**src/hw/nspd_defs.vh**
```
`ifndef NSPD_DEFS_VH
`define NSPD_DEFS_VH

// register offsets on the 3-bit register port
`define NSPD_OFF_IN_LOW 3'h0
`define NSPD_OFF_IN_HIGH 3'h1
`define NSPD_OFF_MAIN_CFG 3'h2
`define NSPD_OFF_AUX_CFG 3'h3
`define NSPD_OFF_STATUS 3'h4
`define NSPD_OFF_CODE_LOW 3'h5
`define NSPD_OFF_CODE_HIGH 3'h6

// main configuration fields
`define NSPD_ORDER_HI 7
`define NSPD_ORDER_LO 6
`define NSPD_RES_HI 5
`define NSPD_RES_LO 3
`define NSPD_EN_AMP 2
`define NSPD_EN_DAC 1
`define NSPD_FIN_HALF 0

// auxiliary configuration fields
`define NSPD_AUX_BAND 1
`define NSPD_AUX_POL 0

// status fields
`define NSPD_ST_RUN 0
`define NSPD_ST_PULSE 1
`define NSPD_ST_PHASE 2

// reset values
`define NSPD_RST_BYTE 8'h00
`define NSPD_RST_WORD 16'h0000
`define NSPD_RST_CODE 11'h000
`define NSPD_RST_ERR 20'sh00000

// shaper arithmetic
`define NSPD_SHIFT_BASE 4'hc
`define NSPD_CODE_FULL 20'sh007ff
`define NSPD_RES_TOP 3'h7
`define NSPD_ERR_POS 20'sh1ffff
`define NSPD_ERR_NEG (-20'sh20000)
`define NSPD_CNT_FULL 11'h7ff

`endif

```
**src/hw/nspd_shaper.v**
```verilog
`timescale 1ns/10ps
`include "nspd_defs.vh"

module nspd_shaper (
    input wire clk,
    input wire sys_rst,
    input wire run,
    input wire step,
    input wire [1:0] order,
    input wire [2:0] res_code,
    input wire [15:0] word,
    output reg [10:0] code
);

reg signed [19:0] err1;
reg signed [19:0] err2;
reg signed [19:0] fb;
reg signed [19:0] sat;
reg signed [19:0] next_err;

wire [3:0] shift;
wire signed [19:0] wide_word;
wire signed [19:0] sum;
wire signed [19:0] quot;
wire signed [19:0] top;
wire signed [19:0] rebuilt;
wire signed [19:0] raw_err;

// only the upper m bits reach the pwm; the rest is carried as error
assign shift = `NSPD_SHIFT_BASE - {1'b0, res_code};
assign wide_word = {4'h0, word};
assign top = `NSPD_CODE_FULL >>> (`NSPD_RES_TOP - res_code);

always @* begin
    if (order[1]) begin
        fb = (err1 <<< 1) - err2;
    end else if (order[0]) begin
        fb = err1;
    end else begin
        fb = `NSPD_RST_ERR;
    end
end

assign sum = wide_word + fb;
assign quot = sum >>> shift;

// codes never leave 0..2^m-1, the lost part stays in the error
always @* begin
    if (quot < `NSPD_RST_ERR) begin
        sat = `NSPD_RST_ERR;
    end else if (quot > top) begin
        sat = top;
    end else begin
        sat = quot;
    end
end

assign rebuilt = sat <<< shift;
assign raw_err = sum - rebuilt;

// clamp keeps the loop bounded when the input sits at a rail
always @* begin
    if (raw_err > `NSPD_ERR_POS) begin
        next_err = `NSPD_ERR_POS;
    end else if (raw_err < `NSPD_ERR_NEG) begin
        next_err = `NSPD_ERR_NEG;
    end else begin
        next_err = raw_err;
    end
end

always @(posedge clk or posedge sys_rst) begin
    if (sys_rst) begin
        code <= `NSPD_RST_CODE;
        err1 <= `NSPD_RST_ERR;
        err2 <= `NSPD_RST_ERR;
    end else if (!run) begin
        code <= `NSPD_RST_CODE;
        err1 <= `NSPD_RST_ERR;
        err2 <= `NSPD_RST_ERR;
    end else if (step) begin
        code <= sat[10:0];
        if (order == 2'b00) begin
            err1 <= `NSPD_RST_ERR;
            err2 <= `NSPD_RST_ERR;
        end else begin
            err1 <= next_err;
            err2 <= err1;
        end
    end
end

endmodule // nspd_shaper

```
**src/hw/nspd_top.v**
```verilog
`timescale 1ns/10ps
`include "nspd_defs.vh"

// Notes on behaviour
// - input word is 16 bits; narrower values are left-aligned with zero fill.
// - main config bits 7:6 pick shaper order: 00 none, 01 first, 1x second.
// - main config bits 5:3 pick pwm resolution m = 4 plus field.
// - pwm uses an m-bit counter; one period is 2^m modulator clocks.
// - active shaper turns the word into m-bit codes averaging to the input.
// - pwm code is the upper m bits of the shaped 16-bit word.
// - first order alternates adjacent codes around the input value.
// - second order may use non-adjacent codes with the same average.
// - second order saturates codes to 0..2^m-1, never negative.
// - both input bytes reach the converter only on a high byte write.
// - main config bit 1 enables converter, bit 2 enables amplifier.
// - main config bit 0 picks modulator clock: full or half rate.
// - aux config bit 0 flips pwm polarity: 0 active high, 1 active low.
// - system reset clears every converter register to zero.
// - order zero gives plain m-bit pwm with no shaping.
// - pwm rate is clock over one plus halving bit over 2^m.

module nspd_top (
    input wire clk,
    input wire sys_rst,
    input wire [2:0] reg_addr,
    input wire [7:0] reg_wdata,
    input wire reg_wr,
    input wire reg_rd,
    output reg [7:0] reg_rdata,
    output reg pwm_out,
    output reg amp_enable,
    output reg amp_band_select
);

// software visible registers
reg [7:0] input_low_bits;
reg [7:0] input_high_bits;
reg [7:0] main_config;
reg [7:0] aux_config;

// word actually converted
reg [15:0] conv_word;

// modulator timing
reg half_phase;
reg [10:0] pulse_cnt;

// read path
reg [7:0] next_rdata;

// decoded fields
wire [1:0] shaper_order;
wire [2:0] pulse_resolution_code;
wire dac_run;
wire amp_run;
wire fin_half;
wire output_polarity_flip;
wire amplifier_band_select;

// write decode
wire wr_low;
wire wr_high;
wire wr_main;
wire wr_aux;

// modulator
wire mod_tick;
wire [10:0] cnt_max;
wire period_end;
wire period_step;
wire [10:0] cur_code;
wire pulse_active;
wire next_pwm;

// field extraction
assign shaper_order = main_config[`NSPD_ORDER_HI:`NSPD_ORDER_LO];
assign pulse_resolution_code = main_config[`NSPD_RES_HI:`NSPD_RES_LO];
assign dac_run = main_config[`NSPD_EN_DAC];
assign amp_run = main_config[`NSPD_EN_AMP];
assign fin_half = main_config[`NSPD_FIN_HALF];
assign output_polarity_flip = aux_config[`NSPD_AUX_POL];
assign amplifier_band_select = aux_config[`NSPD_AUX_BAND];

// register port decode
assign wr_low = reg_wr && (reg_addr == `NSPD_OFF_IN_LOW);
assign wr_high = reg_wr && (reg_addr == `NSPD_OFF_IN_HIGH);
assign wr_main = reg_wr && (reg_addr == `NSPD_OFF_MAIN_CFG);
assign wr_aux = reg_wr && (reg_addr == `NSPD_OFF_AUX_CFG);

// input byte registers
always @(posedge clk or posedge sys_rst) begin
    if (sys_rst) begin
        input_low_bits <= `NSPD_RST_BYTE;
    end else if (wr_low) begin
        input_low_bits <= reg_wdata;
    end
end

always @(posedge clk or posedge sys_rst) begin
    if (sys_rst) begin
        input_high_bits <= `NSPD_RST_BYTE;
    end else if (wr_high) begin
        input_high_bits <= reg_wdata;
    end
end

// the converted word only moves on a high byte write, so a low byte
// written alone waits; software must write low first
always @(posedge clk or posedge sys_rst) begin
    if (sys_rst) begin
        conv_word <= `NSPD_RST_WORD;
    end else if (wr_high) begin
        conv_word <= {reg_wdata, input_low_bits};
    end
end

// configuration registers
always @(posedge clk or posedge sys_rst) begin
    if (sys_rst) begin
        main_config <= `NSPD_RST_BYTE;
    end else if (wr_main) begin
        main_config <= reg_wdata;
    end
end

// unused upper aux bits are plain storage and read back as written
always @(posedge clk or posedge sys_rst) begin
    if (sys_rst) begin
        aux_config <= `NSPD_RST_BYTE;
    end else if (wr_aux) begin
        aux_config <= reg_wdata;
    end
end

// modulator clock: every clock, or every second clock when halved
always @(posedge clk or posedge sys_rst) begin
    if (sys_rst) begin
        half_phase <= 1'b0;
    end else if (!dac_run) begin
        half_phase <= 1'b0;
    end else begin
        half_phase <= ~half_phase;
    end
end

assign mod_tick = dac_run && (!fin_half || half_phase);

// counter wraps at 2^m-1, so one period is 2^m ticks
assign cnt_max = `NSPD_CNT_FULL >> (`NSPD_RES_TOP - pulse_resolution_code);
assign period_end = (pulse_cnt >= cnt_max);
assign period_step = mod_tick && period_end;

// >= guards against a resolution shrink mid period leaving the count above max
always @(posedge clk or posedge sys_rst) begin
    if (sys_rst) begin
        pulse_cnt <= `NSPD_RST_CODE;
    end else if (!dac_run) begin
        pulse_cnt <= `NSPD_RST_CODE;
    end else if (period_step) begin
        pulse_cnt <= `NSPD_RST_CODE;
    end else if (mod_tick) begin
        pulse_cnt <= pulse_cnt + 11'h001;
    end
end

// shaper loads its next code on the same edge the counter returns to zero
nspd_shaper u_shaper (
    .clk(clk),
    .sys_rst(sys_rst),
    .run(dac_run),
    .step(period_step),
    .order(shaper_order),
    .res_code(pulse_resolution_code),
    .word(conv_word),
    .code(cur_code)
);

// high for code counts out of 2^m; a code of zero gives no pulse
assign pulse_active = dac_run && (pulse_cnt < cur_code);
assign next_pwm = pulse_active ^ output_polarity_flip;

// outputs are registered, so the pin lags the counter by one clock
always @(posedge clk or posedge sys_rst) begin
    if (sys_rst) begin
        pwm_out <= 1'b0;
    end else begin
        pwm_out <= next_pwm;
    end
end

always @(posedge clk or posedge sys_rst) begin
    if (sys_rst) begin
        amp_enable <= 1'b0;
        amp_band_select <= 1'b0;
    end else begin
        amp_enable <= amp_run;
        amp_band_select <= amplifier_band_select;
    end
end

// read mux; unmapped offset reads zero
always @* begin
    next_rdata = `NSPD_RST_BYTE;
    case (reg_addr)
        `NSPD_OFF_IN_LOW: begin
            next_rdata = input_low_bits;
        end
        `NSPD_OFF_IN_HIGH: begin
            next_rdata = input_high_bits;
        end
        `NSPD_OFF_MAIN_CFG: begin
            next_rdata = main_config;
        end
        `NSPD_OFF_AUX_CFG: begin
            next_rdata = aux_config;
        end
        `NSPD_OFF_STATUS: begin
            next_rdata[`NSPD_ST_RUN] = dac_run;
            next_rdata[`NSPD_ST_PULSE] = pulse_active;
            next_rdata[`NSPD_ST_PHASE] = period_end;
        end
        `NSPD_OFF_CODE_LOW: begin
            next_rdata = cur_code[7:0];
        end
        `NSPD_OFF_CODE_HIGH: begin
            next_rdata = {5'h00, cur_code[10:8]};
        end
        default: begin
            next_rdata = `NSPD_RST_BYTE;
        end
    endcase
end

// data stand only in the cycle after the read strobe
always @(posedge clk or posedge sys_rst) begin
    if (sys_rst) begin
        reg_rdata <= `NSPD_RST_BYTE;
    end else if (reg_rd) begin
        reg_rdata <= next_rdata;
    end else begin
        reg_rdata <= `NSPD_RST_BYTE;
    end
end

endmodule // nspd_top

```
**config.mk**
```make
export PLATFORM = sky130hd
export DESIGN_NAME = nspd_top
export DESIGN_NICKNAME = d
export VERILOG_FILES = /design/src/hw/nspd_shaper.v /design/src/hw/nspd_top.v
export VERILOG_INCLUDE_DIRS = /design/src /design/src/hw
export SDC_FILE = /design/constraint.sdc
export NUM_CORES = 1
export LEC_CHECK = 0
export ABC_AREA = 1
export BUFFER_PORTS_ARGS = -buffer_cell sky130_fd_sc_hd__buf_2
export CAP_MARGIN = 15
export CELL_PAD_IN_SITES_DETAIL_PLACEMENT = 1
export CELL_PAD_IN_SITES_GLOBAL_PLACEMENT = 1
export CORE_MARGIN = 2
export CORE_UTILIZATION = 25
export DETAILED_ROUTE_END_ITERATION = 16
export GPL_TIMING_DRIVEN = 0
export PLACE_DENSITY = 0.55
export SETUP_SLACK_MARGIN = 0.3
export SYNTH_ARGS = -nofsm -noshare
export SYNTH_HDL_FRONTEND = slang
export SYNTH_SLANG_ARGS = --single-unit
```
**constraint.sdc**
```tcl
create_clock -name clk -period 16.1 [get_ports clk]
set_clock_uncertainty 0.05 [all_clocks]
set_input_delay 1.61 -clock clk [delete_from_list [all_inputs] [get_ports clk]]
set_output_delay 1.61 -clock clk [all_outputs]
set_load 0.1 [all_outputs]
```
==> summary.md <==
| Metric | Value |
|---|---|
| Run status | `completed` |
| Total CTS buffers | `17` |
| Worst Setup EP | `u_shaper.err1[10]` |
| Die width | `208.9 um` |
| Post-synth top area cell | `dfrtp_1` |
| Mux share of post-synthesis cell area | `0.002982` |
| Pleak | `6.102 nW` |
| Worst R2R End | `u_shaper.err1[10]` |
| Distinct cells, synth | `between 50 and 60` |
| Count leader, synth | `nand2_1` |
| Total track usage | `0.1873` |
| Synthesized cell area | `around 10,000 um2` |
| Fill cells | `5,324` |
| Hold WS | `0.3766 ns` |
| First-pass GRT wire length | `62.84 mm` |
| Synth Area in Simple Gates | `0.3330` |
| HP Class | `reg -> reg` |
| GP Congestion | `0.8793` |
| F_max | `85.23 MHz` |
| Synth Area in XOR/XNOR | `0.01419` |
| Critical Path RT | `16.38 ns` |
| Largest family of logic cells by synthesized area | `simple AND/OR/NAND/NOR gates` |
| Layout cells sized above 1 | `0.1007` |
| DR vias | `10.53k` |
| Vias per inst | `4.859` |
| ANT nets after route | `0` |
| Antenna diode count | `0` |
| Predominant post-synthesis flop cell | `dfrtp_1` |
| Post-synth EDFFs | `0` |
| Clock sink count | `114` |
| Setup TNS | `0 ns` |
| CP arrival | `12.01 ns` |
| Pre-antenna DRT Iters | `5` |
| Final wirelength | `39.58 mm` |
| Slew margin rel. | `0.4072` |
| Mean area per synthesized cell | `6.687 um2` |
| Post-synthesis register bit count | `114` |
| Initial drt markers | `between 500 and 600` |
| Crit end category | `flop` |
| Starting Density | `0.2518` |
| Worst-case reg-to-reg path depth | `65` |
| Root buffer cell | `clkbuf_16` |
| CTS clk-pin slew, worst paths | `0.06 ns` |
| Pwr dens | `about 170 nW/um2` |
| Adder-cell area share of the yosys netlist | `0.1071` |
| Clk_lat worst skew | `0.46 ns` |
| Critical Path Most Common Cell | `nand2_1` |
| Critical-path top delay cell | `dfrtp_1` |
| Die area | `43,620 um2` |
| FF-to-FF setup slack | `4.37 ns` |
| Die height | `roughly 210 um` |
| Post-synth net total | `1,672` |
| Top post-synthesis cells by count | `nand2_1 (456), inv_1 (200), o21ai_0 (144)` |
| Final Cycle Share | `0.7288` |
| Worst setup path class | `reg -> reg` |
| Remaining global-route overflow | `0` |
| Asr flop ratio synth | `1.000` |
| Largest net degree at the start of global routing | `90` |
| Vias in the first global route | `roughly 11k` |
| Crit-path max FO | `10` |
| CTS max path bufs | `2` |
| Post-DP HPWL | `32.50 mm` |
| Area of the core | `41,670 um2` |
| Pre-CTS setup slack | `around 4.5 ns` |
| H-tree levels | `4` |
| Worst setup startpoint | `u_shaper.err1[4]` |
| Synth-to-layout area growth | `13.58%` |
| VDD IR max | `0.08074 mV` |
| Setup slack after layout | `4.367 ns` |
| Post-CTS sizing | `0` |
| Hold Violations, Final | `0` |
| IO buf count | `25` |
| DRC viols | `0` |
| Reg2reg start | `u_shaper.err1[4]` |
| Synthesized instance count | `1,569` |
| Util after Layout | `0.2860` |
| Compound-cell area share of the yosys netlist | `0.1704` |
| Pins Over Slew Limit | `0` |
| Hold_buf cts | `0` |
| Worst Max-Slew Pin Slew | `0.8892 ns` |
| RSZ-0062 raised after global routing | `no` |
| Postcts setup bufs | `0` |
| Yosys warns | `0` |
| Initial antenna violation count | `0` |
| Post-DR wirelength/cell | `18.27 um` |
| Max-Cap Viols | `0` |
| CP peak stage delay | `0.43 ns` |
| Crit path launch type | `flop` |
| Total chip power | `2.007 mW` |
| Period minus WS final | `11.73 ns` |
| Final nets | `1,718` |
| Top post-synthesis cells by area | `dfrtp_1 (27%), nand2_1 (16%), ha_1 (10%)` |
| I/O pin count | `26` |
| Area share of the largest cell type after synthesis | `0.2719` |
| CTS tree | `yes` |
| Placement Rows | `75` |
| Final setup fails | `0` |
| Seq/Total Area, Yosys | `0.2719` |
## placed cells by master, fill, tap and decap left out, types with 11 or more instances in the layout
master	count
clkbuf_1	28
clkbuf_16	17
o211ai_1	13
inv_1	199
nor2_1	76
a31oi_1	21
nand3_2	20
nand2_1	456
nand4_1	16
a21oi_1	95
o21ai_0	144
buf_2	41
ha_1	85
xor2_1	13
o22ai_1	16
nand3_1	118
dfrtp_1	114
nand2_2	28
nor3_1	11
## logic make-up (layout without fill, tap and decap cells)
family / Yosys count / in the layout
flip-flops: 114 / 114
AND/OR/NAND/NOR: 766 / 766
multiplexers: 3 / 3
adder cells (fa/ha/maj): 88 / 88
XOR/XNOR: 17 / 17
AO/OA/AOI/OAI: 322 / 322
buffers and inverters: 259 / 318
## per-stage QoR
step	area (um2)	cells
after global placement	11290	2133
after CTS	11910	2166
final	11920	2167
after detailed placement	11320	2134
after global routing	11920	2167
after floorplan	10490	1569
## where the power goes
part	switching (mW)	total [mW]	leakage (nW)	internal (mW)
Sequential	0.0243	0.335	1.53	0.311
Clock	0.170	0.389	0.285	0.220
Combinational	0.867	1.28	4.29	0.415
## flip-flops by register name, summed over array words and instances, names as in the netlist
signal and flops:
pwm_out 1, amp_band_select 1, u_shaper.err1 20, pulse_cnt 11, half_phase 1, u_shaper.code 11, aux_config 8, input_low_bits 8
amp_enable 1, input_high_bits 8, reg_rdata 8, u_shaper.err2 20, conv_word 8, main_config 8
## worst min-delay path by stage
| stage | slack, ns | to | from | cells past startpoint |
|---|---|---|---|---|
| floorplan | 0.32 | amp_band_select | aux_config[1] | 0 |
| global placement | 0.36 | half_phase | half_phase | 1 |
| detailed placement | 0.37 | half_phase | half_phase | 1 |
| CTS | 0.38 | half_phase | half_phase | 1 |
| global route | 0.43 | amp_enable | main_config[2] | 0 |
| finish | 0.38 | half_phase | half_phase | 1 |
## worst max-delay path: cells and delay by family (launching register included)
family | cells | cell delay, ns
AO/OA/AOI/OAI | 22 | 4.45
AND/OR/NAND/NOR | 31 | 3.67
adder cells (fa/ha/maj) | 5 | 1.98
buffers and inverters | 6 | 0.80
flip-flops | 1 | 0.43
XOR/XNOR | 1 | 0.23
## per-layer routing
layer / share of wire / up-vias / global-route usage
met1: 0.48 / 5103 / 0.2499
met3: 0.022 / 38 / 0.02450
met4: 0.017 / 0 / 0.04729
met5: 0 / - / 0
li1: - / 5280 / -
met2: 0.48 / 109 / 0.3195
## area by class of cell
class	count	area, um2	share of cell area
flip-flops and latches	114	2853	0.2394
repair buffers	27	157.7	0.01323
clock inverters	15	162.7	0.01365
inverters	207	789.5	0.06625
clock buffers	17	425.4	0.03570
plain buffers	52	269.0	0.02257
multi-input cells	1196	6585	0.5526
well taps	539	674.4	0.05659
Note: power is estimated with default switching activity, not from simulation.
